===== src/hw/fpec_defines.vh =====
// Register map, field positions, reset values and timing for the flash program/erase control block
`ifndef FPEC_DEFINES_VH
`define FPEC_DEFINES_VH

// Avalon word addresses (one register per 32-bit word)
`define FPEC_ADDR_MODE_CTRL 3'h0
`define FPEC_ADDR_ERR_STATUS 3'h1
`define FPEC_ADDR_BLK_LOW 3'h2
`define FPEC_ADDR_BLK_HIGH 3'h3
`define FPEC_ADDR_OVERLAY 3'h4
`define FPEC_ADDR_SYS_CTRL 3'h5
`define FPEC_ADDR_MAP_STATUS 3'h6

// Mode control fields
`define FPEC_MC_WE_PIN 7
`define FPEC_MC_SWE 6
`define FPEC_MC_ESU 5
`define FPEC_MC_PSU 4
`define FPEC_MC_EV 3
`define FPEC_MC_PV 2
`define FPEC_MC_EGO 1
`define FPEC_MC_PGO 0

// Error status and overlay fields
`define FPEC_ES_ERR 7
`define FPEC_OV_SEL 3
`define FPEC_OV_AREA_HI 2

// System control fields (power states and flash disable set by software)
`define FPEC_SC_HW_STBY 0
`define FPEC_SC_SW_STBY 1
`define FPEC_SC_FLASH_OFF 2

// Reset values
`define FPEC_RST_BYTE 8'h00
`define FPEC_RST_OVERLAY 16'h0000
`define FPEC_RST_HIGH_MASK 8'h0F

// Address map
`define FPEC_RAM_WIN_BASE 32'hFFFF8000
`define FPEC_RAM_WIN_LAST 32'hFFFF8FFF
`define FPEC_SMALL_BLK_SHIFT 12
`define FPEC_BLK8_BASE 32'h00008000
`define FPEC_BLK9_BASE 32'h00010000
`define FPEC_BIG_BLK_SHIFT 16

// Access time in clock cycles
`define FPEC_BYTE_CYCLES 3
`define FPEC_LONG_CYCLES 6

`endif


===== src/hw/fpec_block_map.v =====
// Decodes the one-hot erase selection into an address range and flags multi-select
`timescale 1ns/1ps
module fpec_block_map (
    // Selection
    input wire [7:0] sel_low,
    input wire [3:0] sel_high,
    // Result
    output reg [31:0] blk_base,
    output reg [31:0] blk_last,
    output wire multi_sel,
    output wire any_sel
);
    `include "fpec_defines.vh"
    wire [11:0] all_sel;
    reg [3:0] ones;
    integer i;

    assign all_sel = {sel_high, sel_low};
    assign any_sel = |all_sel;
    assign multi_sel = (ones > 4'h1);

    // Population count and range lookup
    always @* begin
        ones = 4'h0;
        blk_base = 32'h00000000;
        blk_last = 32'h00000000;
        for (i = 0; i < 12; i = i + 1) begin
            ones = ones + {3'h0, all_sel[i]};
        end
        for (i = 0; i < 8; i = i + 1) begin
            if (sel_low[i]) begin
                blk_base = i << `FPEC_SMALL_BLK_SHIFT;
                blk_last = ((i + 1) << `FPEC_SMALL_BLK_SHIFT) - 1;
            end
        end
        if (sel_high[0]) begin
            blk_base = `FPEC_BLK8_BASE;
            blk_last = `FPEC_BLK9_BASE - 32'h1;
        end
        for (i = 1; i < 4; i = i + 1) begin
            if (sel_high[i]) begin
                blk_base = i << `FPEC_BIG_BLK_SHIFT;
                blk_last = ((i + 1) << `FPEC_BIG_BLK_SHIFT) - 1;
            end
        end
    end
endmodule


===== src/hw/fpec_ctrl.v =====
// Flash program/erase control registers with an Avalon-MM slave
// Function
// - Erase go needs pin, soft enable, setup
// - Program go needs pin, soft enable, setup
// - Error status cleared by reset, hardware standby
// - Flash disabled: registers 0..3 read zero, mode/select writes ignored
// - Error flag set on error, blocks operations
// - Error flag cleared only by reset/hardware standby
// - Low block register held zero when unenabled
// - Only selected block may be erased
// - Multiple selects clear both block registers
// - High block bits cleared without soft enable
// - Low selects map eight 4 kB blocks
// - High selects map 32 kB, three 64 kB
// - Overlay kept through software standby only
// - Emulation select blocks program and erase
// - Emulation off leaves RAM window plain
// - Emulation on overlays selected 4 kB block
// - Top mode bit mirrors write-enable pin
// - Write gating by pin and soft enable
// - Byte access 3 cycles, longword 6
//
// Design decisions made here: the placing of the registers and register access over Avalon-MM.
`timescale 1ns/1ps
// Constants are needed by the parameter defaults, so they come in before the header
`include "fpec_defines.vh"
module fpec_ctrl #(
    parameter BYTE_CYCLES = `FPEC_BYTE_CYCLES,
    parameter LONG_CYCLES = `FPEC_LONG_CYCLES
) (
    // Clock and reset
    input wire clk,
    input wire rst,
    // Avalon-MM slave
    input wire [2:0] avs_address,
    input wire avs_read,
    input wire avs_write,
    input wire [3:0] avs_byteenable,
    input wire [31:0] avs_writedata,
    output reg [31:0] avs_readdata,
    output wire avs_waitrequest,
    // Flash pins and events
    input wire write_enable_pin,
    input wire flash_error_event,
    // Flash array controls
    output wire program_active,
    output wire erase_active,
    output wire program_verify,
    output wire erase_verify,
    output wire erase_allowed,
    output reg [31:0] erase_base,
    output reg [31:0] erase_last,
    // RAM overlay
    output reg overlay_active,
    output reg [31:0] overlay_flash_base
);

    // Register map, one register per bus word, all in byte lane 0
    //   0 mode control: pin mirror, soft enable, setups, verifies, go bits
    //   1 error status: error flag in bit 7, the rest read zero
    //   2 low erase select: one bit per 4 kB block
    //   3 high erase select: bits 3..0 for the large blocks
    //   4 overlay control: select in bit 3, area in bits 2..0
    //   5 system control: standby states and flash disable
    //   6 map status: multi select, any select, erase allowed
    //   7 unmapped, reads zero
    //
    // Access timing
    //   Every access stalls with waitrequest until the count is reached.
    //   Byte registers take the short count, a longword overlay access
    //   the long count. The done flag keeps a request that stays high
    //   from being taken twice in a row; it restarts instead.
    //
    // Mode gating
    //   The soft enable is only writable with the pin high. The setup
    //   and verify bits need the soft enable as well. A go bit needs
    //   its setup bit already in the register, so a write that sets
    //   setup and go together leaves go clear. Software must not rely
    //   on that write; it is a sequencing fault on its side.
    //   Dropping the pin clears the whole mode register at once, and
    //   dropping the soft enable clears bits 5..0.
    //
    // Erase selection
    //   Both select registers follow the soft enable: without it they
    //   are held at zero. If two or more select bits are ever set
    //   together, both registers are cleared on the next edge. For
    //   that one cycle the erase output is masked by the multi flag,
    //   so a double selection can never reach the array.
    //
    // Protection
    //   Any of the error flag, the overlay select or a low pin blocks
    //   program and erase. The error flag is sticky: only reset and
    //   hardware standby clear it, software writes have no effect.
    //   The flag is set only by an error while an operation runs.
    //
    // Standby
    //   Hardware standby clears error, mode, selects and overlay.
    //   Software standby clears mode and selects, keeps the overlay.
    //
    // Overlay
    //   The range and overlay outputs are registered and follow the
    //   register contents one cycle late. Software must leave a gap
    //   before touching the overlaid area after a change; the block
    //   gives no guarantee for the access right after the write.
    //
    // Limitations
    //   No timing algorithm is kept here; the program and erase pulse
    //   lengths are software's business. Only lane 0 is decoded, so a
    //   write on other lanes alone has no effect.

    reg [6:0] mode_ff;
    reg [6:0] nxt_mode;
    reg err_ff;
    reg [7:0] blk_low_ff;
    reg [7:0] nxt_blk_low;
    reg [3:0] blk_high_ff;
    reg [3:0] nxt_blk_high;
    reg [3:0] overlay_ff;
    reg [2:0] sys_ff;
    reg [2:0] wait_cnt_ff;
    reg [2:0] nxt_wait_cnt;
    reg done_ff;
    reg [31:0] rd_value;
    reg [2:0] need_cycles;
    reg [7:0] wbyte;
    reg [7:0] low_candidate;
    reg [3:0] high_candidate;
    wire req;
    wire take;
    wire wr_take;
    wire flash_off;
    wire hw_stby;
    wire sw_stby;
    wire soft_en;
    wire multi_sel;
    wire any_sel;
    wire protect;
    wire [31:0] map_base;
    wire [31:0] map_last;

    assign req = avs_read | avs_write;
    assign flash_off = sys_ff[`FPEC_SC_FLASH_OFF];
    assign hw_stby = sys_ff[`FPEC_SC_HW_STBY];
    assign sw_stby = sys_ff[`FPEC_SC_SW_STBY];
    assign soft_en = write_enable_pin & mode_ff[`FPEC_MC_SWE];
    // Request completes when the access count is reached
    assign take = req & (wait_cnt_ff == need_cycles - 3'h1) & ~done_ff;
    assign avs_waitrequest = req & ~take;
    assign wr_take = take & avs_write & ~flash_off;

    // Byte vs longword timing
    always @* begin
        need_cycles = BYTE_CYCLES[2:0];
        if ((avs_address == `FPEC_ADDR_OVERLAY) && (&avs_byteenable)) begin
            need_cycles = LONG_CYCLES[2:0];
        end
    end

    // Access cycle counter
    always @* begin
        nxt_wait_cnt = wait_cnt_ff;
        if (!req || take) begin
            nxt_wait_cnt = 3'h0;
        end else begin
            nxt_wait_cnt = wait_cnt_ff + 3'h1;
        end
    end

    // Only lane 0 carries byte registers; other lanes are accepted but ignored
    always @* begin
        wbyte = avs_writedata[7:0];
    end

    // Mode register next state with gating
    always @* begin
        nxt_mode = mode_ff;
        if (wr_take && avs_address == `FPEC_ADDR_MODE_CTRL && avs_byteenable[0]) begin
            if (write_enable_pin) begin
                nxt_mode[`FPEC_MC_SWE] = wbyte[`FPEC_MC_SWE];
            end
            if (soft_en) begin
                nxt_mode[`FPEC_MC_ESU] = wbyte[`FPEC_MC_ESU];
                nxt_mode[`FPEC_MC_PSU] = wbyte[`FPEC_MC_PSU];
                nxt_mode[`FPEC_MC_EV] = wbyte[`FPEC_MC_EV];
                nxt_mode[`FPEC_MC_PV] = wbyte[`FPEC_MC_PV];
            end
            // Go bits check the setup bit already held; same-write setting is software's fault
            nxt_mode[`FPEC_MC_EGO] = wbyte[`FPEC_MC_EGO] & soft_en & mode_ff[`FPEC_MC_ESU];
            nxt_mode[`FPEC_MC_PGO] = wbyte[`FPEC_MC_PGO] & soft_en & mode_ff[`FPEC_MC_PSU];
        end
        if (!write_enable_pin) begin
            nxt_mode = 7'h00;
        end else if (!nxt_mode[`FPEC_MC_SWE]) begin
            nxt_mode[5:0] = 6'h00;
        end
        // Go bits drop as soon as their setup bit drops
        if (!nxt_mode[`FPEC_MC_ESU]) begin
            nxt_mode[`FPEC_MC_EGO] = 1'b0;
        end
        if (!nxt_mode[`FPEC_MC_PSU]) begin
            nxt_mode[`FPEC_MC_PGO] = 1'b0;
        end
    end

    // Erase block registers with one-hot check
    always @* begin
        low_candidate = blk_low_ff;
        high_candidate = blk_high_ff;
        if (wr_take && avs_address == `FPEC_ADDR_BLK_LOW && avs_byteenable[0] && soft_en) begin
            low_candidate = wbyte;
        end
        if (wr_take && avs_address == `FPEC_ADDR_BLK_HIGH && avs_byteenable[0] && soft_en) begin
            high_candidate = wbyte[3:0];
        end
        nxt_blk_low = low_candidate;
        nxt_blk_high = high_candidate;
        if (!soft_en) begin
            nxt_blk_low = `FPEC_RST_BYTE;
            nxt_blk_high = 4'h0;
        end
    end

    fpec_block_map u_map (
        .sel_low(blk_low_ff),
        .sel_high(blk_high_ff),
        .blk_base(map_base),
        .blk_last(map_last),
        .multi_sel(multi_sel),
        .any_sel(any_sel)
    );

    // Registers; the multi-select clear lands one cycle after the bad write
    always @(posedge clk or posedge rst) begin
        if (rst) begin
            mode_ff <= 7'h00;
            err_ff <= 1'b0;
            blk_low_ff <= `FPEC_RST_BYTE;
            blk_high_ff <= 4'h0;
            overlay_ff <= 4'h0;
            sys_ff <= 3'h0;
            wait_cnt_ff <= 3'h0;
            done_ff <= 1'b0;
        end else begin
            wait_cnt_ff <= nxt_wait_cnt;
            done_ff <= take;
            if (take && avs_write && avs_address == `FPEC_ADDR_SYS_CTRL && avs_byteenable[0]) begin
                sys_ff <= wbyte[2:0];
            end
            if (hw_stby) begin
                err_ff <= 1'b0;
            end else if (flash_error_event && (program_active || erase_active)) begin
                err_ff <= 1'b1;
            end
            if (hw_stby || sw_stby) begin
                mode_ff <= 7'h00;
                blk_low_ff <= `FPEC_RST_BYTE;
                blk_high_ff <= 4'h0;
            end else begin
                mode_ff <= nxt_mode;
                if (multi_sel) begin
                    blk_low_ff <= `FPEC_RST_BYTE;
                    blk_high_ff <= 4'h0;
                end else begin
                    blk_low_ff <= nxt_blk_low;
                    blk_high_ff <= nxt_blk_high;
                end
            end
            // Overlay survives software standby
            if (hw_stby) begin
                overlay_ff <= 4'h0;
            end else if (take && avs_write && avs_address == `FPEC_ADDR_OVERLAY && avs_byteenable[0]) begin
                overlay_ff <= wbyte[3:0];
            end
        end
    end

    // Protection and array controls
    assign protect = err_ff | overlay_ff[`FPEC_OV_SEL] | ~write_enable_pin;
    assign program_active = mode_ff[`FPEC_MC_PGO] & ~protect;
    assign erase_active = mode_ff[`FPEC_MC_EGO] & ~protect & any_sel & ~multi_sel;
    assign program_verify = mode_ff[`FPEC_MC_PV];
    assign erase_verify = mode_ff[`FPEC_MC_EV];
    // Per-block erase enables; a block counts only while it alone is selected
    wire [11:0] blk_sel_all;
    wire [11:0] blk_erase_en;
    assign blk_sel_all = {blk_high_ff, blk_low_ff};
    genvar g;
    generate
        for (g = 0; g < 12; g = g + 1) begin : g_blk
            assign blk_erase_en[g] = blk_sel_all[g] & ~multi_sel & ~protect;
        end
    endgenerate
    assign erase_allowed = |blk_erase_en;

    // Registered range and overlay outputs
    always @(posedge clk or posedge rst) begin
        if (rst) begin
            erase_base <= 32'h00000000;
            erase_last <= 32'h00000000;
            overlay_active <= 1'b0;
            overlay_flash_base <= 32'h00000000;
        end else begin
            erase_base <= map_base;
            erase_last <= map_last;
            overlay_active <= overlay_ff[`FPEC_OV_SEL];
            // Window at the RAM base maps onto 4 kB block n when active
            overlay_flash_base <= {17'h0, overlay_ff[`FPEC_OV_AREA_HI:0], 12'h000};
        end
    end

    // Read mux
    always @* begin
        rd_value = 32'h00000000;
        case (avs_address)
            `FPEC_ADDR_MODE_CTRL: rd_value = {24'h0, write_enable_pin, mode_ff};
            `FPEC_ADDR_ERR_STATUS: rd_value = {24'h0, err_ff, 7'h00};
            `FPEC_ADDR_BLK_LOW: rd_value = {24'h0, blk_low_ff};
            `FPEC_ADDR_BLK_HIGH: rd_value = {28'h0, blk_high_ff};
            `FPEC_ADDR_OVERLAY: rd_value = {28'h0, overlay_ff};
            `FPEC_ADDR_SYS_CTRL: rd_value = {29'h0, sys_ff};
            `FPEC_ADDR_MAP_STATUS: rd_value = {29'h0, multi_sel, any_sel, erase_allowed};
            default: rd_value = 32'h00000000;
        endcase
        if (flash_off && avs_address <= `FPEC_ADDR_BLK_HIGH) begin
            rd_value = 32'h00000000;
        end
    end

    // Read data driven combinationally in the accepting cycle, zero while waitrequest is high
    always @* begin
        avs_readdata = take ? rd_value : 32'h00000000;
    end
endmodule


===== config.mk =====
export PLATFORM = sky130hd
export DESIGN_NAME = fpec_ctrl
export DESIGN_NICKNAME = d
export VERILOG_FILES = /design/src/hw/fpec_block_map.v /design/src/hw/fpec_ctrl.v
export VERILOG_INCLUDE_DIRS = /design/src /design/src/hw
export SDC_FILE = /design/constraint.sdc
export NUM_CORES = 1
export LEC_CHECK = 0
export BUFFER_PORTS_ARGS = -buffer_cell sky130_fd_sc_hd__buf_2
export CAP_MARGIN = 20
export CORE_ASPECT_RATIO = 1.75
export CORE_MARGIN = 10
export CORE_UTILIZATION = 46
export CTS_CLUSTER_SIZE = 25
export DETAILED_ROUTE_END_ITERATION = 16
export GPL_ROUTABILITY_DRIVEN = 0
export PLACE_DENSITY_LB_ADDON = 0.08
export SETUP_SLACK_MARGIN = 0.15
export SYNTH_ARGS = -nofsm -noshare
export SYNTH_HDL_FRONTEND = slang
export SYNTH_HIERARCHICAL = 1
export SYNTH_SLANG_ARGS = --single-unit

===== constraint.sdc =====
create_clock -name clk -period 5.1 [get_ports clk]
set_clock_uncertainty 0.1 [all_clocks]
set_input_delay 0.765 -clock clk [delete_from_list [all_inputs] [get_ports clk]]
set_output_delay 0.765 -clock clk [all_outputs]
set_load 0.01 [all_outputs]

==> After elaboration in Yosys (flattened, before gate mapping) <==
Cells that the tools add are included.
{ "totals": {"elab_cells": 166, "output_inout_bits": 135, "register_bits": 99, "input_bits": 45} }
{ "op_classes": {"n_reduce_logical": 27, "add_sub_neg": 13, "n_mux": 49, "n_eq_ne": 13, "n_lt_le_gt_ge": 2, "bitwise": 47} }
{ "ops": {"columns": ["operator", "count"], "rows": [
  ["two-way mux 15 bit", 8],
  ["two-way mux 18 bit", 4],
  ["two-way mux 32 bit", 2],
  ["two-way mux 14 bit", 4],
  ["case mux 8 bit (7 select lines)", 1],
  ["adder 4 x 1 -> 4 bit", 10],
  ["AND 1 bit", 38],
  ["two-way mux 17 bit", 2],
  ["two-way mux 16 bit", 2],
  ["two-way mux 8 bit", 4],
  ["two-way mux 4 bit", 7],
  ["two-way mux 13 bit", 2],
  ["OR reduction 12 bit", 2],
  ["logical AND 1 bit", 16],
  ["two-way mux 7 bit", 2],
  ["two-way mux 12 bit", 1],
  ["two-way mux 6 bit", 2],
  ["inequality test 5 x 4 -> 1 bit, second input constant", 2],
  ["== test 3 bit, second input constant", 3],
  ["inequality test 4 x 1 -> 1 bit, second input constant", 2],
  ["inequality test 4 x 3 -> 1 bit, second input constant", 2],
  ["== test 3 x 2 -> 1 bit, second input constant", 2],
  ["two-way mux 1 bit", 6],
  ["two-way mux 3 bit", 2],
  ["15 further kinds", 25]
]} }

==> Longest topological paths before layout <==
{ "depth": {"depth_word": 19, "mapped_depth": 15} }

==> By module <==
The synthesis kept the hierarchy.
{ "modules_own_cells": {"columns": ["module", "area_per_inst_um2", "cells_each", "n_inst"], "rows": [
  ["fpec_ctrl", 3940.0, 307, 1],
  ["fpec_block_map", 819.5, 106, 1]
]} }

==> Least setup slack after synthesis <==
Ideal clock, no wire load.
{ "synth_path": {"path_type": "flip-flop to output port", "from": "reg blk_low_ff[5]", "to": "out avs_readdata[0]", "slack_ns": -0.201, "path_buffers": 0, "t_required_ns": 4.235, "path_stages_with_launch": 16, "t_arrival_ns": 4.436, "cell_sequence": "dfrtp_1 fa_1 inv_1 fa_1 fa_1 fa_1 inv_1 ha_1 fa_1 nor2_1 o21ai_0 nor4b_1 inv_1 a31oi_1 mux2i_1 a211oi_1"} }
{ "synth_between": {"elab_chain_cells": 15, "word_cells_on_any_way": 37, "classes_between": "add/sub: 7; order compare: 1; mux: 3; bitwise: 25; reduce/logical: 1"} }
{ "synth_lines": {"columns": ["element", "line", "source"], "rows": [
  ["start: declaration", "fpec_ctrl.v:114", "reg [7:0] blk_low_ff;"],
  ["start signal: assignment", "fpec_ctrl.v:237", "blk_low_ff <= `FPEC_RST_BYTE;"],
  ["start signal: assignment", "fpec_ctrl.v:256", "blk_low_ff <= `FPEC_RST_BYTE;"],
  ["start signal: assignment", "fpec_ctrl.v:261", "blk_low_ff <= `FPEC_RST_BYTE;"],
  ["adder 4 x 1 -> 4 bit * (7 in a row)", "fpec_block_map.v:28", "ones = ones + {3'h0, all_sel[i]};"],
  ["> comparator 4 x 1 -> 1 bit *", "fpec_block_map.v:20", "assign multi_sel = (ones > 4'h1);"],
  ["via multi_sel", "fpec_ctrl.v:135", "wire multi_sel;"],
  ["inverter 1 bit *", "fpec_ctrl.v:290", "assign blk_erase_en[g] = blk_sel_all[g] & ~multi_sel & ~protect;"],
  ["AND 1 bit (2 in a row)", "fpec_ctrl.v:290", null],
  ["OR reduction 12 bit *", "fpec_ctrl.v:293", "assign erase_allowed = |blk_erase_en;"],
  ["via erase_allowed", "fpec_ctrl.v:50", "output wire erase_allowed,"],
  ["case mux 8 bit (7 select lines) *", "fpec_ctrl.v:314", "case (avs_address)"],
  ["two-way mux 32 bit *", "fpec_ctrl.v:324", "if (flash_off && avs_address <= `FPEC_ADDR_BLK_HIGH) begin"],
  ["two-way mux 32 bit *", "fpec_ctrl.v:331", "avs_readdata = take ? rd_value : 32'h00000000;"],
  ["end: declaration", "fpec_ctrl.v:40", "output reg [31:0] avs_readdata,"]
]} }
The timed path passes the listed nets; every way through them passes the cells marked *.

==> Final worst setup path <==
{ "layout_path": {"from": "reg blk_low_ff[5]", "to": "out avs_readdata[0]"} }
{ "layout_between": {"elab_chain_cells": 15, "word_cells_on_any_way": 37, "classes_between": "add/sub: 7; order compare: 1; mux: 3; bitwise: 25; reduce/logical: 1"} }
{ "layout_lines": {"columns": ["element", "line"], "rows": [
  ["adder 4 x 1 -> 4 bit * (7 in a row)", "fpec_block_map.v:28"],
  ["> comparator 4 x 1 -> 1 bit *", "fpec_block_map.v:20"],
  ["via multi_sel", "fpec_ctrl.v:135"],
  ["inverter 1 bit *", "fpec_ctrl.v:290"],
  ["AND 1 bit (2 in a row)", "fpec_ctrl.v:290"],
  ["OR reduction 12 bit *", "fpec_ctrl.v:293"],
  ["case mux 8 bit (7 select lines) *", "fpec_ctrl.v:314"],
  ["two-way mux 32 bit *", "fpec_ctrl.v:324"],
  ["two-way mux 32 bit *", "fpec_ctrl.v:331"]
]} }
Marks and branches as above.

==> run metrics <==
aggregate routed wire length 10.6 mm; clock tree from TritonCTS yes; fraction of final layout cells sized beyond drive strength 1 31.5%; placed cell count 631; result of the run complete, but fails checks; achievable frequency 179 MHz; startpoint types flop; overall die area 0.0150 sq mm; required arrival time at the worst endpoint 4.24 ns; final hold violation count 0; slack of the critical path -0.499 ns; worst-skew pair later-pin latency 0.34 ns; final setup violating endpoints 4; detailed-route wire length per cell 16.3 um; leakage dissipation 2.97 nW; number of global-route vias before repair 3212; Max VDD drop 0.182 mV; wire length of the first global-routing pass 17.0 mm; post-synthesis sequential area ratio 52.1%; overall die height 155 um; Synth Cell Area 0.00476 sq mm; main flop type after synthesis dfrtp_1; pin count of the biggest net entering global routing 52; setup slack at placement -0.202 ns; final cycle utilization of the critical path 110%; number of synthesized flops with an enable pin 0; Detail Placement HPWL 8.50 mm; post-route non-filler standard cell count 650; count of boundary I/O pins 180; Fin Setup TNS -1.30 ns; Critical Path AT 4.73 ns; power consumption 1.71 mW; Starting Density 46.8%; quantity of hold-fixing buffers added after cts 0; number of iterations in the first detailed-routing pass 4; Worst Setup Path Type reg -> out; DRC violation total after the first TritonRoute iteration 163; shortest clock period the worst path allows after layout 5.60 ns; maximum clock path buffer count 2; area added between synthesis and finish 13.1%; standard cell core area 0.0102 sq mm; Final Max Slew Viols 0; clock sink count 99; cell type contributing the most total cell area after synthesis dfrtp_1; YS warnings 6; Synth top area share 52.1%; capturing element type of the critical path output pin; width of the die 96.9 um; transition time at the pin with the least slew margin 0.680 ns; synth top area cells dfrtp_1 52%, buf_4 17%, mux2i_1 6.1%; worst slew margin relative to its limit 54.7%; total via count in the routed design 2907; depth of the worst hold-timing path 0; diode count 0; peak fanout along the critical path 2; violations in the final reports negative setup slack; # nets final 576; number of register bits inferred by synthesis 99; max-capacitance violation count 0; most repeated cell in the gate-level netlist after synthesis buf_4; number of antenna violations at the first check in global routing 0; cells after synthesis 413; DRC violations left 0; number of buffers added on ports 102; count of antenna-violating nets left after detailed routing 0; Overflow after GRT 0; num rows 49; top cell types by occurrence after synthesis 107 x buf_4, 99 x dfrtp_1, 36 x nor2_1; overall routing resource usage 14.2%; unique cell type count in the Yosys netlist 55; worst slack on hold paths 0.327 ns; detailed-route vias per instance 4.47; r2r worst-path depth 16; PwrDens 319 mW/mm^2; cell chosen for the clock root clkbuf_16; number of buffers added by the clock tree synthesis step 9; post-synthesis async set-or-reset flop share 100%; syn_area_per_cell 11.5 sq um; RSZ-0062 raised after global routing true; clock input transition at the sequential cells of the worst setup and hold paths 0.07 ns; Min-Delay Path Class reg -> reg; number of H-tree levels 3
cell families (layout without fill, tap and decap cells):
logic type | count (synthesis) | in the layout | synth area share [%]
fa+ha+maj | 13 | 13 | 4.52
mux | 34 | 34 | 7.36
buf+inv | 137 | 156 | 19.5
flops | 99 | 99 | 52.1
simple gates | 94 | 94 | 10.9
other cells | 2 | 93 | 0.158
compound gates | 33 | 33 | 5.31
xor+xnor | 1 | 1 | 0.184
worst max-delay path, cell delays in order, from the launching register on:
cell and delay [ns]:
dfrtp_2 0.42, fa_1 0.55, inv_2 0.04, fa_1 0.52, fa_1 0.45, fa_1 0.49
inv_1 0.04, ha_2 0.17, fa_1 0.44, nor2_2 0.13, o21ai_2 0.08, nor4b_2 0.27
inv_1 0.13, a31oi_4 0.16, mux2i_1 0.12, a211oi_2 0.22, buf_2 0.17
layer usage:
metal  GRT usage [%]  vias up  wire length [um]  part of all wire, %
met3            5.17       15               874                  8.3
met4            7.06        0               297                  2.8
met5               0        -                 0                    0
met1            14.5     1389              3750                   35
li1                -     1386                 -                    -
met2            24.8      117              5670                   54
final cells by class:
cell class,count,area [sq um]
clock buffer,10,229
clock inverter,6,57.6
sequential,99,2480
tap,127,159
fill,971,4800
timing repair buffer,117,632
multi-input combinational,268,1740
inverter,23,88.8
state kept, by name, indices dropped and copies added (netlist names):
signal	cells
done_ff	1
wait_cnt_ff	3
overlay_flash_base	3
erase_base	32
mode_ff	7
blk_low_ff	8
overlay_active	1
erase_last	32
sys_ff	3
err_ff	1
blk_high_ff	4
overlay_ff	4
what timing repair did:
item,4_1_cts,5_1_grt
setup endpoints to repair,4,4
pin swaps,2,4
buffers inserted,1,2
resized for setup,3,5
worst paths after layout:
kind,end,slack (ns),start
max in group asynchronous,mode_ff[3],3.47,rst
min reg2reg,overlay_flash_base[14],0.33,overlay_ff[2]
min in group asynchronous,erase_last[24],0.37,rst
max reg2reg,err_ff,0.66,blk_low_ff[5]
max,avs_readdata[0],-0.50,blk_low_ff[5]
min,overlay_flash_base[14],0.33,overlay_ff[2]
stage by stage:
| stage | instance area [sq um] | utilization, % |
|---|---|---|
| after floorplan | 5130 | - |
| after global placement | 5050 | 49.6 |
| after detailed placement | 5050 | 49.6 |
| after CTS | 5350 | 52.6 |
| after global routing | 5380 | 52.9 |
| final | 5380 | 52.9 |
cells in the final DEF (no fill, tap or decap), drive strengths merged, types with 2 or more instances in the layout:
cell type  synthesis  routed
a211oi             2       2
a21oi              7       7
a222oi             2       2
a22o               2       2
and2               5       5
and3               3       3
and4               2       2
buf              109     117
clkbuf             5      10
clkinv             0       3
conb               2      93
dfrtp             99      99
fa                 7       7
ha                 6       6
inv               23      26
mux2               5       5
mux2i             29      29
nand2             10      10
nand3              3       3
nand4              4       4
nor2              38      38
nor2b              4       4
nor3               6       6
nor3b              3       3
nor4               7       7
o2111ai            4       4
o211ai             2       2
o21ai              8       8
or2                4       4
power by group:
| group | internal [mW] | total (mW) | switching (mW) |
|---|---|---|---|
| combinational | 0.0737 | 0.203 | 0.129 |
| clock | 0.342 | 0.643 | 0.301 |
| sequential | 0.833 | 0.869 | 0.0359 |
Note: power is estimated with default switching activity, not from simulation.
